[src/port_defs.vh]
// Constants for the eight-bit port with segment takeover
`ifndef PORT_DEFS_VH
`define PORT_DEFS_VH

// ----------------------------------------
// Register addresses
// ----------------------------------------
`define ADDR_PORT_OUTPUT_LATCH 16'hffdb
`define ADDR_PORT_DIRECTION_CONTROL 16'hffeb
`define ADDR_LCD_PORT_CONTROL 16'hffc0
`define ADDR_PORT_STATUS 16'hffc1

// ----------------------------------------
// Reset and read values
// ----------------------------------------
`define RST_PORT_OUTPUT_LATCH 8'h00
`define RST_PORT_DIRECTION_CONTROL 8'h00
`define RST_SEGMENT_SELECT 4'h0
`define RD_WRITE_ONLY 8'hff
`define RD_UNMAPPED 8'h00

// ----------------------------------------
// Segment select field position and ranges
// ----------------------------------------
`define SGSEL_LSB 0
`define SGSEL_MSB 3
`define SEG_UPPER_FIRST 4'h8
`define SEG_UPPER_LAST 4'hf
`define SEG_LOWER_FIRST 4'h7
`define SEG_LOWER_LAST 4'he

// ----------------------------------------
// Operating mode codes
// ----------------------------------------
`define MODE_ACTIVE 3'h0
`define MODE_SUBACTIVE 3'h1
`define MODE_SLEEP 3'h2
`define MODE_SUBSLEEP 3'h3
`define MODE_WATCH 3'h4
`define MODE_STANDBY 3'h5

`endif

[src/pin_sync.v]
// Three-stage input synchroniser with agreement filter
`timescale 1ns/1ps
module pin_sync (
    // Clock and reset
    input wire clk,
    input wire rst,
    // Pin level and filtered result
    input wire async_in,
    output reg level_r
);

reg s1_r;
reg s2_r;
reg s3_r;

always @(posedge clk) begin
    if (rst) begin
        s1_r <= 1'b0;
        s2_r <= 1'b0;
        s3_r <= 1'b0;
        level_r <= 1'b0;
    end else begin
        s1_r <= async_in;
        s2_r <= s1_r;
        s3_r <= s2_r;
        if (s2_r == s3_r) begin
            level_r <= s3_r;
        end
    end
end

endmodule // pin_sync

[src/port_pin_cell.v]
// One port pin: segment takeover, direction and output drive
`timescale 1ns/1ps
`include "port_defs.vh"
module port_pin_cell #(
    parameter UPPER = 1
) (
    // Clock and reset
    input wire clk,
    input wire rst,
    // Settings for this pin
    input wire [3:0] seg_sel,
    input wire dir,
    input wire latch,
    input wire seg_in,
    // Pin state control
    input wire run,
    input wire hiz,
    // Pin drive
    output reg pin_out_r,
    output reg pin_oe_n_r,
    output wire seg_mode
);

wire out_nxt;
wire oe_n_nxt;

// ----------------------------------------
// Function select
// ----------------------------------------
assign seg_mode = UPPER ?
    (seg_sel >= `SEG_UPPER_FIRST && seg_sel <= `SEG_UPPER_LAST) :
    (seg_sel >= `SEG_LOWER_FIRST && seg_sel <= `SEG_LOWER_LAST);

// Segment drive ignores direction, else latch when output
assign out_nxt = seg_mode ? seg_in : latch;
assign oe_n_nxt = seg_mode ? 1'b0 : ~dir;

// ----------------------------------------
// Output flops
// ----------------------------------------
always @(posedge clk) begin
    if (rst) begin
        pin_out_r <= 1'b0;
        pin_oe_n_r <= 1'b1;
    end else if (hiz) begin
        pin_out_r <= 1'b0;
        pin_oe_n_r <= 1'b1;
    end else if (run) begin
        pin_out_r <= out_nxt;
        pin_oe_n_r <= oe_n_nxt;
    end
end

endmodule // port_pin_cell

[src/gpio_port8.v]
// Eight-bit general port with LCD segment takeover
//
// Overview of operation
// - A port read returns the latch bit for every pin whose direction bit is one.
// - A port read returns the sampled pin level for every pin whose direction bit is zero.
// - Reset clears the port output latch to zero.
// - A direction bit of one makes its pin an output, zero an input, one bit per pin.
// - Direction and latch only act on a pin while the segment select field gives it to general use.
// - Reset clears the direction register, so every pin starts as an input.
// - The direction register is write-only and reads back as all ones.
// - Pins 7 to 4 carry segment outputs for select codes 1000 to 1111, ignoring direction.
// - Pins 3 to 0 carry segment outputs for select codes 0111 to 1110, ignoring direction.
// - Pins float in reset and standby, hold in sleep and watch, and run in active and subactive.
`timescale 1ns/1ps
`include "port_defs.vh"
module gpio_port8 #(
    parameter WIDTH = 8
) (
    // Clock and reset
    input wire clk,
    input wire rst,
    // Register port
    input wire [15:0] addr,
    input wire [7:0] wr_data,
    input wire wr_en,
    input wire rd_en,
    output reg [7:0] rd_data_r,
    // Operating mode from system control
    input wire [2:0] op_mode,
    // Segment data from the LCD driver
    input wire [WIDTH-1:0] lcd_segment_outputs,
    // Port pins
    input wire [WIDTH-1:0] general_io_pins_in,
    output wire [WIDTH-1:0] general_io_pins_out,
    output wire [WIDTH-1:0] general_io_pins_oe_n
);

// ----------------------------------------
// Pin state machine codes
// ----------------------------------------
localparam [1:0] PST_FLOAT = 2'd0;
localparam [1:0] PST_RUN = 2'd1;
localparam [1:0] PST_HOLD = 2'd2;

// ----------------------------------------
// Declarations
// ----------------------------------------
reg [WIDTH-1:0] port_output_latch_r;
reg [WIDTH-1:0] port_output_latch_nxt;
reg [WIDTH-1:0] port_direction_control_r;
reg [WIDTH-1:0] port_direction_control_nxt;
reg [3:0] segment_select_field_r;
reg [3:0] segment_select_field_nxt;
reg [1:0] pin_state_r;
reg [1:0] pin_state_nxt;
reg [7:0] rd_data_nxt;
reg [WIDTH-1:0] port_read_value;
wire [WIDTH-1:0] pin_level;
wire [WIDTH-1:0] seg_mode;
wire sel_latch;
wire sel_dir;
wire sel_lcd_port_control_register;
wire sel_status;
wire run;
wire hiz;

// ----------------------------------------
// Address decode
// ----------------------------------------
assign sel_latch = (addr == `ADDR_PORT_OUTPUT_LATCH);
assign sel_dir = (addr == `ADDR_PORT_DIRECTION_CONTROL);
assign sel_lcd_port_control_register = (addr == `ADDR_LCD_PORT_CONTROL);
assign sel_status = (addr == `ADDR_PORT_STATUS);

// ----------------------------------------
// Register writes
// ----------------------------------------
always @* begin
    port_output_latch_nxt = port_output_latch_r;
    port_direction_control_nxt = port_direction_control_r;
    segment_select_field_nxt = segment_select_field_r;
    if (wr_en) begin
        if (sel_latch) begin
            port_output_latch_nxt = wr_data[WIDTH-1:0];
        end
        if (sel_dir) begin
            port_direction_control_nxt = wr_data[WIDTH-1:0];
        end
        if (sel_lcd_port_control_register) begin
            segment_select_field_nxt = wr_data[`SGSEL_MSB:`SGSEL_LSB];
        end
    end
end

always @(posedge clk) begin
    if (rst) begin
        port_output_latch_r <= `RST_PORT_OUTPUT_LATCH;
        port_direction_control_r <= `RST_PORT_DIRECTION_CONTROL;
        segment_select_field_r <= `RST_SEGMENT_SELECT;
    end else begin
        port_output_latch_r <= port_output_latch_nxt;
        port_direction_control_r <= port_direction_control_nxt;
        segment_select_field_r <= segment_select_field_nxt;
    end
end

// ----------------------------------------
// Pin state from operating mode
// ----------------------------------------
always @* begin
    case (op_mode)
        `MODE_ACTIVE: begin
            pin_state_nxt = PST_RUN;
        end
        `MODE_SUBACTIVE: begin
            pin_state_nxt = PST_RUN;
        end
        `MODE_SLEEP: begin
            pin_state_nxt = PST_HOLD;
        end
        `MODE_SUBSLEEP: begin
            pin_state_nxt = PST_HOLD;
        end
        `MODE_WATCH: begin
            pin_state_nxt = PST_HOLD;
        end
        `MODE_STANDBY: begin
            pin_state_nxt = PST_FLOAT;
        end
        default: begin
            pin_state_nxt = PST_FLOAT;
        end
    endcase
end

always @(posedge clk) begin
    if (rst) begin
        pin_state_r <= PST_FLOAT;
    end else begin
        pin_state_r <= pin_state_nxt;
    end
end

assign run = (pin_state_r == PST_RUN);
assign hiz = (pin_state_r == PST_FLOAT);

// ----------------------------------------
// Per-pin logic
// ----------------------------------------
pin_sync u_sync0 (
    .clk(clk),
    .rst(rst),
    .async_in(general_io_pins_in[0]),
    .level_r(pin_level[0])
);
port_pin_cell #(
    .UPPER(0)
) u_cell0 (
    .clk(clk),
    .rst(rst),
    .seg_sel(segment_select_field_r),
    .dir(port_direction_control_r[0]),
    .latch(port_output_latch_r[0]),
    .seg_in(lcd_segment_outputs[0]),
    .run(run),
    .hiz(hiz),
    .pin_out_r(general_io_pins_out[0]),
    .pin_oe_n_r(general_io_pins_oe_n[0]),
    .seg_mode(seg_mode[0])
);

pin_sync u_sync1 (
    .clk(clk),
    .rst(rst),
    .async_in(general_io_pins_in[1]),
    .level_r(pin_level[1])
);
port_pin_cell #(
    .UPPER(0)
) u_cell1 (
    .clk(clk),
    .rst(rst),
    .seg_sel(segment_select_field_r),
    .dir(port_direction_control_r[1]),
    .latch(port_output_latch_r[1]),
    .seg_in(lcd_segment_outputs[1]),
    .run(run),
    .hiz(hiz),
    .pin_out_r(general_io_pins_out[1]),
    .pin_oe_n_r(general_io_pins_oe_n[1]),
    .seg_mode(seg_mode[1])
);

pin_sync u_sync2 (
    .clk(clk),
    .rst(rst),
    .async_in(general_io_pins_in[2]),
    .level_r(pin_level[2])
);
port_pin_cell #(
    .UPPER(0)
) u_cell2 (
    .clk(clk),
    .rst(rst),
    .seg_sel(segment_select_field_r),
    .dir(port_direction_control_r[2]),
    .latch(port_output_latch_r[2]),
    .seg_in(lcd_segment_outputs[2]),
    .run(run),
    .hiz(hiz),
    .pin_out_r(general_io_pins_out[2]),
    .pin_oe_n_r(general_io_pins_oe_n[2]),
    .seg_mode(seg_mode[2])
);

pin_sync u_sync3 (
    .clk(clk),
    .rst(rst),
    .async_in(general_io_pins_in[3]),
    .level_r(pin_level[3])
);
port_pin_cell #(
    .UPPER(0)
) u_cell3 (
    .clk(clk),
    .rst(rst),
    .seg_sel(segment_select_field_r),
    .dir(port_direction_control_r[3]),
    .latch(port_output_latch_r[3]),
    .seg_in(lcd_segment_outputs[3]),
    .run(run),
    .hiz(hiz),
    .pin_out_r(general_io_pins_out[3]),
    .pin_oe_n_r(general_io_pins_oe_n[3]),
    .seg_mode(seg_mode[3])
);

pin_sync u_sync4 (
    .clk(clk),
    .rst(rst),
    .async_in(general_io_pins_in[4]),
    .level_r(pin_level[4])
);
port_pin_cell #(
    .UPPER(1)
) u_cell4 (
    .clk(clk),
    .rst(rst),
    .seg_sel(segment_select_field_r),
    .dir(port_direction_control_r[4]),
    .latch(port_output_latch_r[4]),
    .seg_in(lcd_segment_outputs[4]),
    .run(run),
    .hiz(hiz),
    .pin_out_r(general_io_pins_out[4]),
    .pin_oe_n_r(general_io_pins_oe_n[4]),
    .seg_mode(seg_mode[4])
);

pin_sync u_sync5 (
    .clk(clk),
    .rst(rst),
    .async_in(general_io_pins_in[5]),
    .level_r(pin_level[5])
);
port_pin_cell #(
    .UPPER(1)
) u_cell5 (
    .clk(clk),
    .rst(rst),
    .seg_sel(segment_select_field_r),
    .dir(port_direction_control_r[5]),
    .latch(port_output_latch_r[5]),
    .seg_in(lcd_segment_outputs[5]),
    .run(run),
    .hiz(hiz),
    .pin_out_r(general_io_pins_out[5]),
    .pin_oe_n_r(general_io_pins_oe_n[5]),
    .seg_mode(seg_mode[5])
);

pin_sync u_sync6 (
    .clk(clk),
    .rst(rst),
    .async_in(general_io_pins_in[6]),
    .level_r(pin_level[6])
);
port_pin_cell #(
    .UPPER(1)
) u_cell6 (
    .clk(clk),
    .rst(rst),
    .seg_sel(segment_select_field_r),
    .dir(port_direction_control_r[6]),
    .latch(port_output_latch_r[6]),
    .seg_in(lcd_segment_outputs[6]),
    .run(run),
    .hiz(hiz),
    .pin_out_r(general_io_pins_out[6]),
    .pin_oe_n_r(general_io_pins_oe_n[6]),
    .seg_mode(seg_mode[6])
);

pin_sync u_sync7 (
    .clk(clk),
    .rst(rst),
    .async_in(general_io_pins_in[7]),
    .level_r(pin_level[7])
);
port_pin_cell #(
    .UPPER(1)
) u_cell7 (
    .clk(clk),
    .rst(rst),
    .seg_sel(segment_select_field_r),
    .dir(port_direction_control_r[7]),
    .latch(port_output_latch_r[7]),
    .seg_in(lcd_segment_outputs[7]),
    .run(run),
    .hiz(hiz),
    .pin_out_r(general_io_pins_out[7]),
    .pin_oe_n_r(general_io_pins_oe_n[7]),
    .seg_mode(seg_mode[7])
);

// ----------------------------------------
// Port read value
// ----------------------------------------
always @* begin
    port_read_value = (port_direction_control_r & port_output_latch_r)
        | (~port_direction_control_r & pin_level);
end

// ----------------------------------------
// Read data
// ----------------------------------------
always @* begin
    rd_data_nxt = 8'h00;
    if (rd_en) begin
        if (sel_latch) begin
            rd_data_nxt = port_read_value;
        end else if (sel_dir) begin
            rd_data_nxt = `RD_WRITE_ONLY;
        end else if (sel_lcd_port_control_register) begin
            rd_data_nxt = {4'h0, segment_select_field_r};
        end else if (sel_status) begin
            rd_data_nxt = {seg_mode[WIDTH-1], seg_mode[0], 4'h0, pin_state_r};
        end else begin
            rd_data_nxt = `RD_UNMAPPED;
        end
    end
end

always @(posedge clk) begin
    if (rst) begin
        rd_data_r <= 8'h00;
    end else begin
        rd_data_r <= rd_data_nxt;
    end
end

endmodule // gpio_port8

[config.mk]
export PLATFORM = sky130hd
export DESIGN_NAME = gpio_port8
export DESIGN_NICKNAME = d
export VERILOG_FILES = /design/src/pin_sync.v /design/src/port_pin_cell.v /design/src/gpio_port8.v
export VERILOG_INCLUDE_DIRS = /design/src /design/src/src
export SDC_FILE = /design/constraint.sdc
export NUM_CORES = 1
export LEC_CHECK = 0
export BUFFER_PORTS_ARGS = -buffer_cell sky130_fd_sc_hd__clkbuf_2
export CORE_MARGIN = 4
export CORE_UTILIZATION = 30
export CTS_CLUSTER_SIZE = 8
export DETAILED_ROUTE_END_ITERATION = 6
export GPL_TIMING_DRIVEN = 0
export SLEW_MARGIN = 0
export SYNTH_ARGS = -nofsm -noshare
export SYNTH_HDL_FRONTEND = slang
export SYNTH_SLANG_ARGS = --single-unit
[constraint.sdc]
create_clock -name clk -period 3.72 [get_ports clk]
set_clock_uncertainty 0.2 [all_clocks]
set_input_delay 0 -clock clk [delete_from_list [all_inputs] [get_ports clk]]
set_output_delay 0 -clock clk [all_outputs]
set_load 0.01 [all_outputs]
==> results by group, run 1 <==
Critical path
  • Crit path DAT: 2.41 ns
  • RR Endpoint: rd_data_r[6]
  • Largest stage delay on the critical path: between 0.5 and 0.6 ns
  • Worst Setup Start Kind: primary input
  • Critical path destination: pin_state_r[0]
  • CP bufs+invs: 6
  • Crit. Startpoint: rst
  • Crit path kind: primary input to register
  • Max FO, Critical Path: 10
  • Required time worst endpoint: 3.76 ns
  • CP delay by family, top: buffers and inverters
  • Slowest CP cell: dlygate4sd3_1
  • Cell breakdown of the critical path: dlygate4sd3_1, clkbuf_2, clkbuf_1, clkbuf_1, buf_2, nor3_1, dlygate4sd3_1
  • R2R Setup Slk: about 1.5 ns
  • WP depth: 7
  • Crit end category: register
  • Worst reg2reg path depth: 5
  • RR Startpoint: segment_select_field_r[2]

Drt
  • DR iter-0 viols: 85
  • Vias: about 2.7k
  • Final wirelength: slightly above 8 mm
  • Antenna-violating nets left: 0
  • Drt first pass iters: 4
  • Via-to-Cell Ratio: approximately 4.6
  • Avg WL per Cell: 13.9 um
  • DRC violations left: 0

CTS
  • # hold bufs at CTS: 43
  • CTS root buffer: clkbuf_8
  • PostCTS Resize Cnt: 0
  • Clock Latency Late Sink: between 0.3 and 0.4 ns
  • CTS tree: built
  • H-tree depth: 3
  • Clock slew at reported path FFs: around 0.08 ns
  • Sink Count: 78
  • CTS buffer count: 9
  • Maximum clock path buffer count: 2
  • Setup Fix Bufs, Post-CTS: 0

Logic synthesis
  • Synth unique cells: 33
  • Most instantiated cells after synthesis: 78 x dfxtp_1, 30 x o21ai_0, 28 x nor2b_1
  • Sequential area share after synthesis: around half
  • Synth Area per Inst: 9.64 um2
  • Register bit total from synthesis: 78
  • Post-synth EDFFs: 0
  • Top_reg_cell synth: dfxtp_1
  • Top cells by area, synth: dfxtp_1 50%, mux2i_1 6.4%, nor2b_1 5.6%
  • Synth Cell Area: between 0.003 and 0.004 mm2
  • Cells after synthesis: roughly 320
  • Top-area cell type share of the netlist area: 50.1%
  • Share of synthesized flip-flops with an asynchronous set or reset: 0%
  • Yosys warns: 0
  • Post-Synthesis Net Count: 370
  • Leading area contributor after synthesis: dfxtp_1
  • Count leader, synth: dfxtp_1

Floorplanning
  • Row cnt: 36
  • Die area: ~0.012 mm2
  • Die Wd: 110 um
  • Top Ports: 71
  • Core footprint: ~0.01 mm2
  • Initial core utilization: 31.3%
  • Die Y: around 110 um

Power
  • Leak: 0.00169 uW
  • Total power: approximately 1700 uW
  • VDD IR-drop max: 0.000235 V
  • P per Cell Area: just under 400 mW/mm2

Placed design
  • Hpwl dp: about 5.9 mm
  • I/O Buffers: 70
  • Global placement routability congestion: between 0.8 and 0.9

Job
  • Max-cap viol count: 0

Timing
  • RSZ-0062 raised after global routing: no
  • Final Hold Viols: 0
  • Fin Setup TNS: 0 ns
  • Fmax: 423 MHz
  • Slew Limit Fails: 0
  • # setup viols final: 0
  • Min Clock Period, post-route: about 2.4 ns
  • Worst-Margin Slew: 0.702 ns
  • Slew HR: between 50% and 60%
  • Tcrit/Tclk final: 63.5%

Cells and area
  • Layout Nets: just under 500
  • Syn-to-layout area delta: 37.5%
  • # diodes: 0
  • Layout cell share with drive strength beyond 1: a little over a quarter

GRT
  • Number of global-route vias before repair: 2675
  • Global-route total usage across every layer: 14.3%
  • Antenna violations before repair: 0
  • First-pass GRT wire length: between 10 and 15 mm
  • Largest net degree at the start of global routing: 15
  • Total gr overflow: 0

Run status
  • Status: completed

Hold path
  • Min-delay worst type: primary input to register
-- metal layers --
metal  global-route usage, %  wire, um  share of wire, %  up-vias
li1                        -         -                 -     1364
met3                    3.64       459               5.6       19
met4                    6.14       218               2.7        0
met5                       0         0                 0        -
met1                    17.5      3550                44     1237
met2                    23.5      3900                48       71
-- worst min-delay path, cell delays in order --
cell and delay (ns):
clkbuf_2 0.08, and4_1 0.19, and3_1 0.19, nand3_1 0.09, o22ai_1 0.08
-- cells in the final DEF, fill, tap and decap left out, types with 17 or more instances in the layout --
cell,n
dfxtp_1,78
clkbuf_2,70
dlygate4sd3_1,43
o21ai_0,30
nor2b_1,28
a21oi_1,25
nand3_1,20
mux2i_1,20
nand2_1,19
buf_4,17
-- how the worst min path moves through the flow --
stage,slack (ns),from,cells past startpoint,to
3_3_place_gp,-0.02,op_mode[2],2,pin_state_r[0]
5_1_grt,0.17,addr[11],5,rd_data_r[4]
4_1_cts,0.12,addr[11],5,rd_data_r[4]
6_report,0.12,addr[11],5,rd_data_r[4]
2_1_floorplan,-0.12,op_mode[2],1,pin_state_r[0]
3_5_place_dp,-0.01,op_mode[2],2,pin_state_r[0]
-- sequential cells by signal (all words and copies together), names as in the netlist, 2 cells and up --
name and flops:
segment_select_field_r 4, port_direction_control_r 8, port_output_latch_r 8, rd_data_r 8, pin_state_r 2
-- logic make-up after synthesis --
family | share of synthesized area (%)
xor gates and xnor gates | 0.522
muxes | 8.60
DFF | 50.1
and+or+nand+nor | 20.0
AOI/OAI and AO/OA | 14.0
buffers and inverters | 6.75
-- through the flow --
step | std cells | setup WS [ns] | cell area, um2 | hold slack, ns | utilization (%)
after CTS | 585 | 1.38 | 4280 | 0.115 | 43.0
after global placement | 526 | 1.97 | 3630 | -0.0151 | 36.5
final | 585 | 1.36 | 4280 | 0.119 | 43.0
after floorplan | 323 | 2.28 | 3110 | -0.123 | -
after global routing | 585 | 1.22 | 4280 | 0.169 | 43.0
after detailed placement | 526 | 1.98 | 3630 | -0.0123 | 36.5
-- final cells by class --
class / count / area (um2)
Buffer: 31 / 199
Clock buffer: 9 / 124
Clock inverter: 7 / 97.6
Fill cell: 993 / 5670
Inverter: 3 / 11.3
Multi-Input combinational cell: 211 / 1340
Sequential cell: 78 / 1560
Tap cell: 133 / 166
Timing Repair Buffer: 113 / 781
-- where the power goes --
part,internal (uW),switching (uW),total (uW)
registers,846,4.48,850
clock network,380,322,702
logic,62.4,51.1,114
total,1290,378,1670
(Power assumes the default switching activity.)
==> run 2, diff against run 1 <==
==> constraint.sdc (replaced) <==
create_clock -name clk -period 2 [get_ports clk]
set_clock_uncertainty 0.2 [all_clocks]
set_input_delay 0 -clock clk [delete_from_list [all_inputs] [get_ports clk]]
set_output_delay 0 -clock clk [all_outputs]
set_load 0.01 [all_outputs]
==> run 2 against run 1 <==
Effect of this change:
- count of clock-buffer cells in the layout is the same
- register-to-register slack got worse by 1.2 ns
- hold slack worse by 0.14 ns
- the run now ends with hold timing left
- highest routed layer unchanged
- largest power group unchanged
- clock power up 85%
==> results by group, run 2 (synthesis results as in run 1) <==
Run status
  • Status: complete, but fails checks
  • Violated checks: hold timing

GRT
  • Total gr overflow: 0
  • Number of global-route vias before repair: between 2k and 3k
  • First-pass GRT wire length: approximately 13 mm
  • Global-route total usage across every layer: 14.3%
  • Largest net degree at the start of global routing: 15
  • Antenna violations before repair: 0

Drt
  • Avg WL per Cell: between 10 and 15 um
  • Via-to-Cell Ratio: between 4 and 5
  • Antenna-violating nets left: 0
  • DRC violations left: 0
  • DR iter-0 viols: 102
  • Drt first pass iters: 4
  • Final wirelength: roughly 8.2 mm
  • Vias: around 2.7k

CTS
  • CTS tree: built
  • CTS root buffer: clkbuf_8
  • Clock Latency Late Sink: 0.35 ns
  • CTS buffer count: 9
  • Sink Count: 78
  • Clock slew at reported path FFs: around 0.080 ns
  • Maximum clock path buffer count: 2
  • Setup Fix Bufs, Post-CTS: 0
  • H-tree depth: 3

Timing
  • Tcrit/Tclk final: slightly above 90%
  • Final Hold Viols: 2
  • Hold slack: -0.0249 ns
  • # setup viols final: 0
  • Fmax: approximately 540 MHz
  • RSZ-0062 raised after global routing: no
  • Slew HR: between 50 and 60%
  • Slew Limit Fails: 0
  • Worst-Margin Slew: about 0.70 ns
  • Fin Setup TNS: 0 ns
  • Final worst slack: ~0.14 ns
  • Min Clock Period, post-route: 1.86 ns

Critical path
  • CP bufs+invs: 3
  • Cell breakdown of the critical path: dlygate4sd3_1, clkbuf_2, nand3_1, dlygate4sd3_1, nor2_2, and2_1, a221oi_1
  • Crit path kind: primary input to register
  • Max FO, Critical Path: 7
  • Slowest CP cell: dlygate4sd3_1
  • CP delay by family, top: buffers and inverters
  • Crit path DAT: between 1.5 and 2 ns
  • Worst Setup Start Kind: primary input
  • Largest stage delay on the critical path: ~0.57 ns
  • Crit end category: register
  • Cell mode on critical path: dlygate4sd3_1
  • Required time worst endpoint: a little over 2 ns

Cells and area
  • FILL cells: between 900 and 1k
  • Layout cell share with drive strength beyond 1: 26.7%
  • Syn-to-layout area delta: 38.1%
  • Layout Cells excl Fill: between 500 and 600
  • Top flop regs: port_direction_control_r: 8 flops, port_output_latch_r: 8 flops, rd_data_r: 8 flops
  • Commonest non-fill, non-tap cell in the layout: dfxtp_1
  • Layout Nets: ~500
  • # diodes: 0
  • Commonest non-fill, non-tap cells in the layout: 78 x dfxtp_1, 70 x clkbuf_2, 44 x dlygate4sd3_1

Job
  • Max-cap viol count: 0

Power
  • Leak: 0.00170 uW
  • VDD IR-drop max: 0.000433 V
  • P per Cell Area: roughly 700 mW/mm2
  • Total power: ~3100 uW

Floorplanning
  • Top Ports: between 70 and 80
  • Core footprint: between 0.009 and 0.01 mm2
  • Initial core utilization: between 30 and 40%
  • Die Y: approximately 110 um
  • Die area: roughly 0.012 mm2
  • Die Wd: between 100 and 150 um
  • Row cnt: 36

Placed design
  • Hpwl dp: approximately 5.9 mm
  • Placed insts: 526
  • Global placement routability congestion: ~0.88
  • Pre-CTS setup slack: about 0.26 ns
  • I/O Buffers: 70

Hold path
  • Min-delay worst type: primary input to register
run 2: changes by cell type in the layout (fill, tap and decap cells not counted):
cell	previous run	this run
dlygate4sd3_1	43	44
buf_2	3	2
nor2_2	0	1
buf_6	2	3
nor2_1	12	11
run 2: final timing paths:
path	slack, ns	end	cells past startpoint	startpoint
max	0.14	rd_data_r[7]	7	addr[0]
min	-0.02	u_sync2.s1_r	3	rst
max reg2reg	0.28	u_cell0.pin_out_r	4	segment_select_field_r[2]
min reg2reg	0.24	u_sync0.s2_r	1	u_sync0.s1_r
run 2: layout make-up:
| cell class | instances | area, um2 | area share (%) |
|---|---|---|---|
| clock buffer | 9 | 124 | 2.88 |
| inverter | 3 | 11.3 | 0.262 |
| tap | 133 | 166 | 3.87 |
| multi-input combinational | 211 | 1350 | 31.3 |
| clock inverter | 7 | 97.6 | 2.27 |
| buffer | 31 | 205 | 4.77 |
| sequential | 78 | 1560 | 36.3 |
| timing repair buffer | 114 | 791 | 18.4 |
run 2: where the power goes:
group	switching [uW]	total (uW)	internal [uW]
combinational	96.2	217	120
clock	598	1300	706
sequential	8.43	1580	1570
total	702	3100	2400
run 2: tightest hold or removal path, stage by stage:
cell and delay (ns):
clkbuf_2 0.11, clkbuf_1 0.23, nor2b_1 0.15
run 2: per-layer routing:
metal  track usage (%)  wire [um]
met4              6.32        162
met3              3.76        503
met1              17.5       3500
met2              23.6       4040
met5                 0          0
run 2: through the flow:
stage	cell area [um2]	util [%]
final	4300	43.2
after global routing	4300	43.2
after CTS	4290	43.1
after detailed placement	3630	36.5
after global placement	3630	36.5
after floorplan	3110	-
run 2: what timing repair did:
action / in CTS / in global routing
setup endpoints to repair: 0 / 10
gates resized for setup: 0 / 4
hold endpoints to repair: 46 / 0
hold buffers: 44 / 0
==> run 3, diff against run 2 <==
--- a/config.mk
+++ b/config.mk
@@ -7,12 +7,15 @@
 export NUM_CORES = 1
 export LEC_CHECK = 0
 export BUFFER_PORTS_ARGS = -buffer_cell sky130_fd_sc_hd__clkbuf_2
+export CELL_PAD_IN_SITES_DETAIL_PLACEMENT = 1
+export CELL_PAD_IN_SITES_GLOBAL_PLACEMENT = 1
 export CORE_MARGIN = 4
 export CORE_UTILIZATION = 30
 export CTS_CLUSTER_SIZE = 8
 export DETAILED_ROUTE_END_ITERATION = 6
 export GPL_TIMING_DRIVEN = 0
-export SLEW_MARGIN = 0
+export PLACE_DENSITY_LB_ADDON = 0.1
 export SYNTH_ARGS = -nofsm -noshare
 export SYNTH_HDL_FRONTEND = slang
+export SYNTH_HIERARCHICAL = 1
 export SYNTH_SLANG_ARGS = --single-unit
==> run 3 against run 2 <==
Effect of this change:
- sequential cell count unchanged
- count of clock-buffer cells in the layout stayed put
- die area increased by 2.7%
- first-iteration DRC count is 18% higher
- largest power group unchanged
- worst setup slack got worse by 0.092 ns
- largest cell class is now multi-input gates
- synthesized cell count grew 4.0%
- global-route usage up 1.9 points
- critical path type unchanged
- maximum frequency down 4.7%
- critical path depth did not move
- the flow now finishes without violations
==> results by group, run 3 <==
Power
  • VDD IR-drop max: between 0.0003 and 0.0004 V
  • Leak: 0.00167 uW
  • Total power: 3290 uW
  • P per Cell Area: between 700 and 800 mW/mm2

CTS
  • H-tree depth: 3
  • Clock slew at reported path FFs: approximately 0.090 ns
  • Maximum clock path buffer count: 2
  • CTS buffer count: 9
  • CTS root buffer: clkbuf_8
  • Sink Count: between 70 and 80
  • CTS tree: built
  • Clock Latency Late Sink: 0.35 ns

Placed design
  • Hpwl dp: between 6 and 7 mm
  • Placed insts: around 540
  • Global placement routability congestion: ~0.76
  • Pre-CTS setup slack: -0.543 ns
  • I/O Buffers: 69
  • Dpl cell area: between 0.003 and 0.004 mm2

Critical path
  • R2R Setup Slk: between 0.1 and 0.15 ns
  • Critical path destination: rd_data_r[2]
  • Crit end category: register
  • Crit. Startpoint: addr[4]
  • Crit path DAT: roughly 2.0 ns
  • RR Endpoint: u_cell0/pin_out_r
  • Required time worst endpoint: 2.02 ns
  • Crit path kind: primary input to register
  • Worst Setup Start Kind: primary input
  • RR Startpoint: pin_state_r[1]
  • Max FO, Critical Path: 7
  • Worst reg2reg path depth: 4

Floorplanning
  • Core footprint: between 0.01 and 0.015 mm2
  • Initial core utilization: between 30% and 40%
  • Die Wd: roughly 110 um
  • Die Y: 111 um
  • Top Ports: 71
  • Row cnt: 37
  • Die area: around 0.012 mm2

Timing
  • Hold slack: 0.0275 ns
  • Final Hold Viols: 0
  • Slew Limit Fails: 0
  • # setup viols final: 0
  • Worst-Margin Slew: approximately 0.86 ns
  • Min Clock Period, post-route: between 1.5 and 2 ns
  • Slew HR: ~42%
  • Fmax: roughly 510 MHz
  • Final worst slack: about 0.046 ns
  • Tcrit/Tclk final: a little over nine tenths

Cells and area
  • Commonest non-fill, non-tap cells in the layout: 77 x dfxtp_1, 70 x clkbuf_2, 34 x dlygate4sd3_1
  • # diodes: 0
  • Syn-to-layout area delta: 36.8%
  • FILL cells: about 1.2k
  • Layout Cells excl Fill: between 500 and 600
  • Multi-input gate area: ~0.0016 mm2
  • Layout cell share with drive strength beyond 1: approximately a quarter
  • FF+latch area: between 0.0015 and 0.002 mm2
  • Final instance area: 0.00439 mm2
  • Top flop regs: port_direction_control_r: 8 flops, port_output_latch_r: 8 flops, rd_data_r: 8 flops
  • Commonest non-fill, non-tap cell in the layout: dfxtp_1
  • Layout Nets: approximately 500

GRT
  • First-pass GRT wire length: between 15 and 20 mm
  • Total gr overflow: 0
  • Largest net degree at the start of global routing: 46
  • Antenna violations before repair: 0
  • Global-route total usage across every layer: between 15 and 20%
  • Number of global-route vias before repair: 2996

Drt
  • Drt first pass iters: 4
  • Vias: 2906
  • DR iter-0 viols: between 100 and 150
  • Antenna-violating nets left: 0
  • DRC violations left: 0
  • Avg WL per Cell: 16.6 um
  • Via-to-Cell Ratio: 4.87
  • Final wirelength: between 9 and 10 mm

Logic synthesis
  • Synth Area per Inst: about 9.5 um2
  • Yosys warns: 6
  • Post-Synthesis Net Count: between 300 and 400
  • Synth Cell Area: approximately 0.0032 mm2
  • Cells after synthesis: 336

Hold path
  • Min-delay worst type: primary input to register

Run status
  • Status: completed

Job
  • Max-cap viol count: 0
==> run 3: how the worst min path moves through the flow <==
stage                           from                 to  cells after the start
after floorplan                  rst  u_cell4/pin_out_r                      1
after global placement    op_mode[2]     pin_state_r[0]                      2
after detailed placement  op_mode[2]     pin_state_r[0]                      2
after CTS                    addr[3]       rd_data_r[3]                      5
after global routing        addr[14]       rd_data_r[6]                      6
final                            rst       u_sync2/s1_r                      2
==> run 3: critical path, stage by stage <==
cell and delay, ns:
dlygate4sd3_1 0.54, clkbuf_2 0.12, or4_4 0.42, nor4_4 0.21, buf_4 0.19, nand3b_1 0.08
a221oi_1 0.40
==> run 3: metal layers <==
metal / part of all wire (%) / vias up / track usage, %
met3: 4.0 / 9 / 3.37
met4: 1.2 / 0 / 4.87
met2: 47 / 69 / 26.3
li1: - / 1443 / -
met1: 48 / 1385 / 21.9
met5: 0 / - / 0
==> run 3: timing repair <==
action	CTS	global route
setup buffers	0	5
pin swaps	0	1
gates resized for setup	4	2
hold buffers	34	0
endpoints found under the hold margin	46	0
gates cloned	1	0
endpoints found under the setup margin	25	8
==> run 3: power by group <==
group          switching, uW  internal, uW
combinational            128           127
clock                    611           836
sequential              13.3          1580
total                    753          2540
==> run 3: metrics by stage <==
stage | util, % | setup TNS [ns]
global placement | 36.0 | -7.78
detailed placement | 36.0 | -8.86
finish | 42.3 | 0
floorplan | - | 0
CTS | 41.8 | 0
global route | 42.3 | -0.0253
==> run 3: area by class of cell <==
class | instances | area share, %
clock inverters | 7 | 2.77
clock buffers | 9 | 2.82
repair buffers | 108 | 16.8
plain buffers | 13 | 1.43
well taps | 136 | 3.88
flip-flops and latches | 78 | 35.6
inverters | 5 | 0.428
multi-input cells | 241 | 36.2
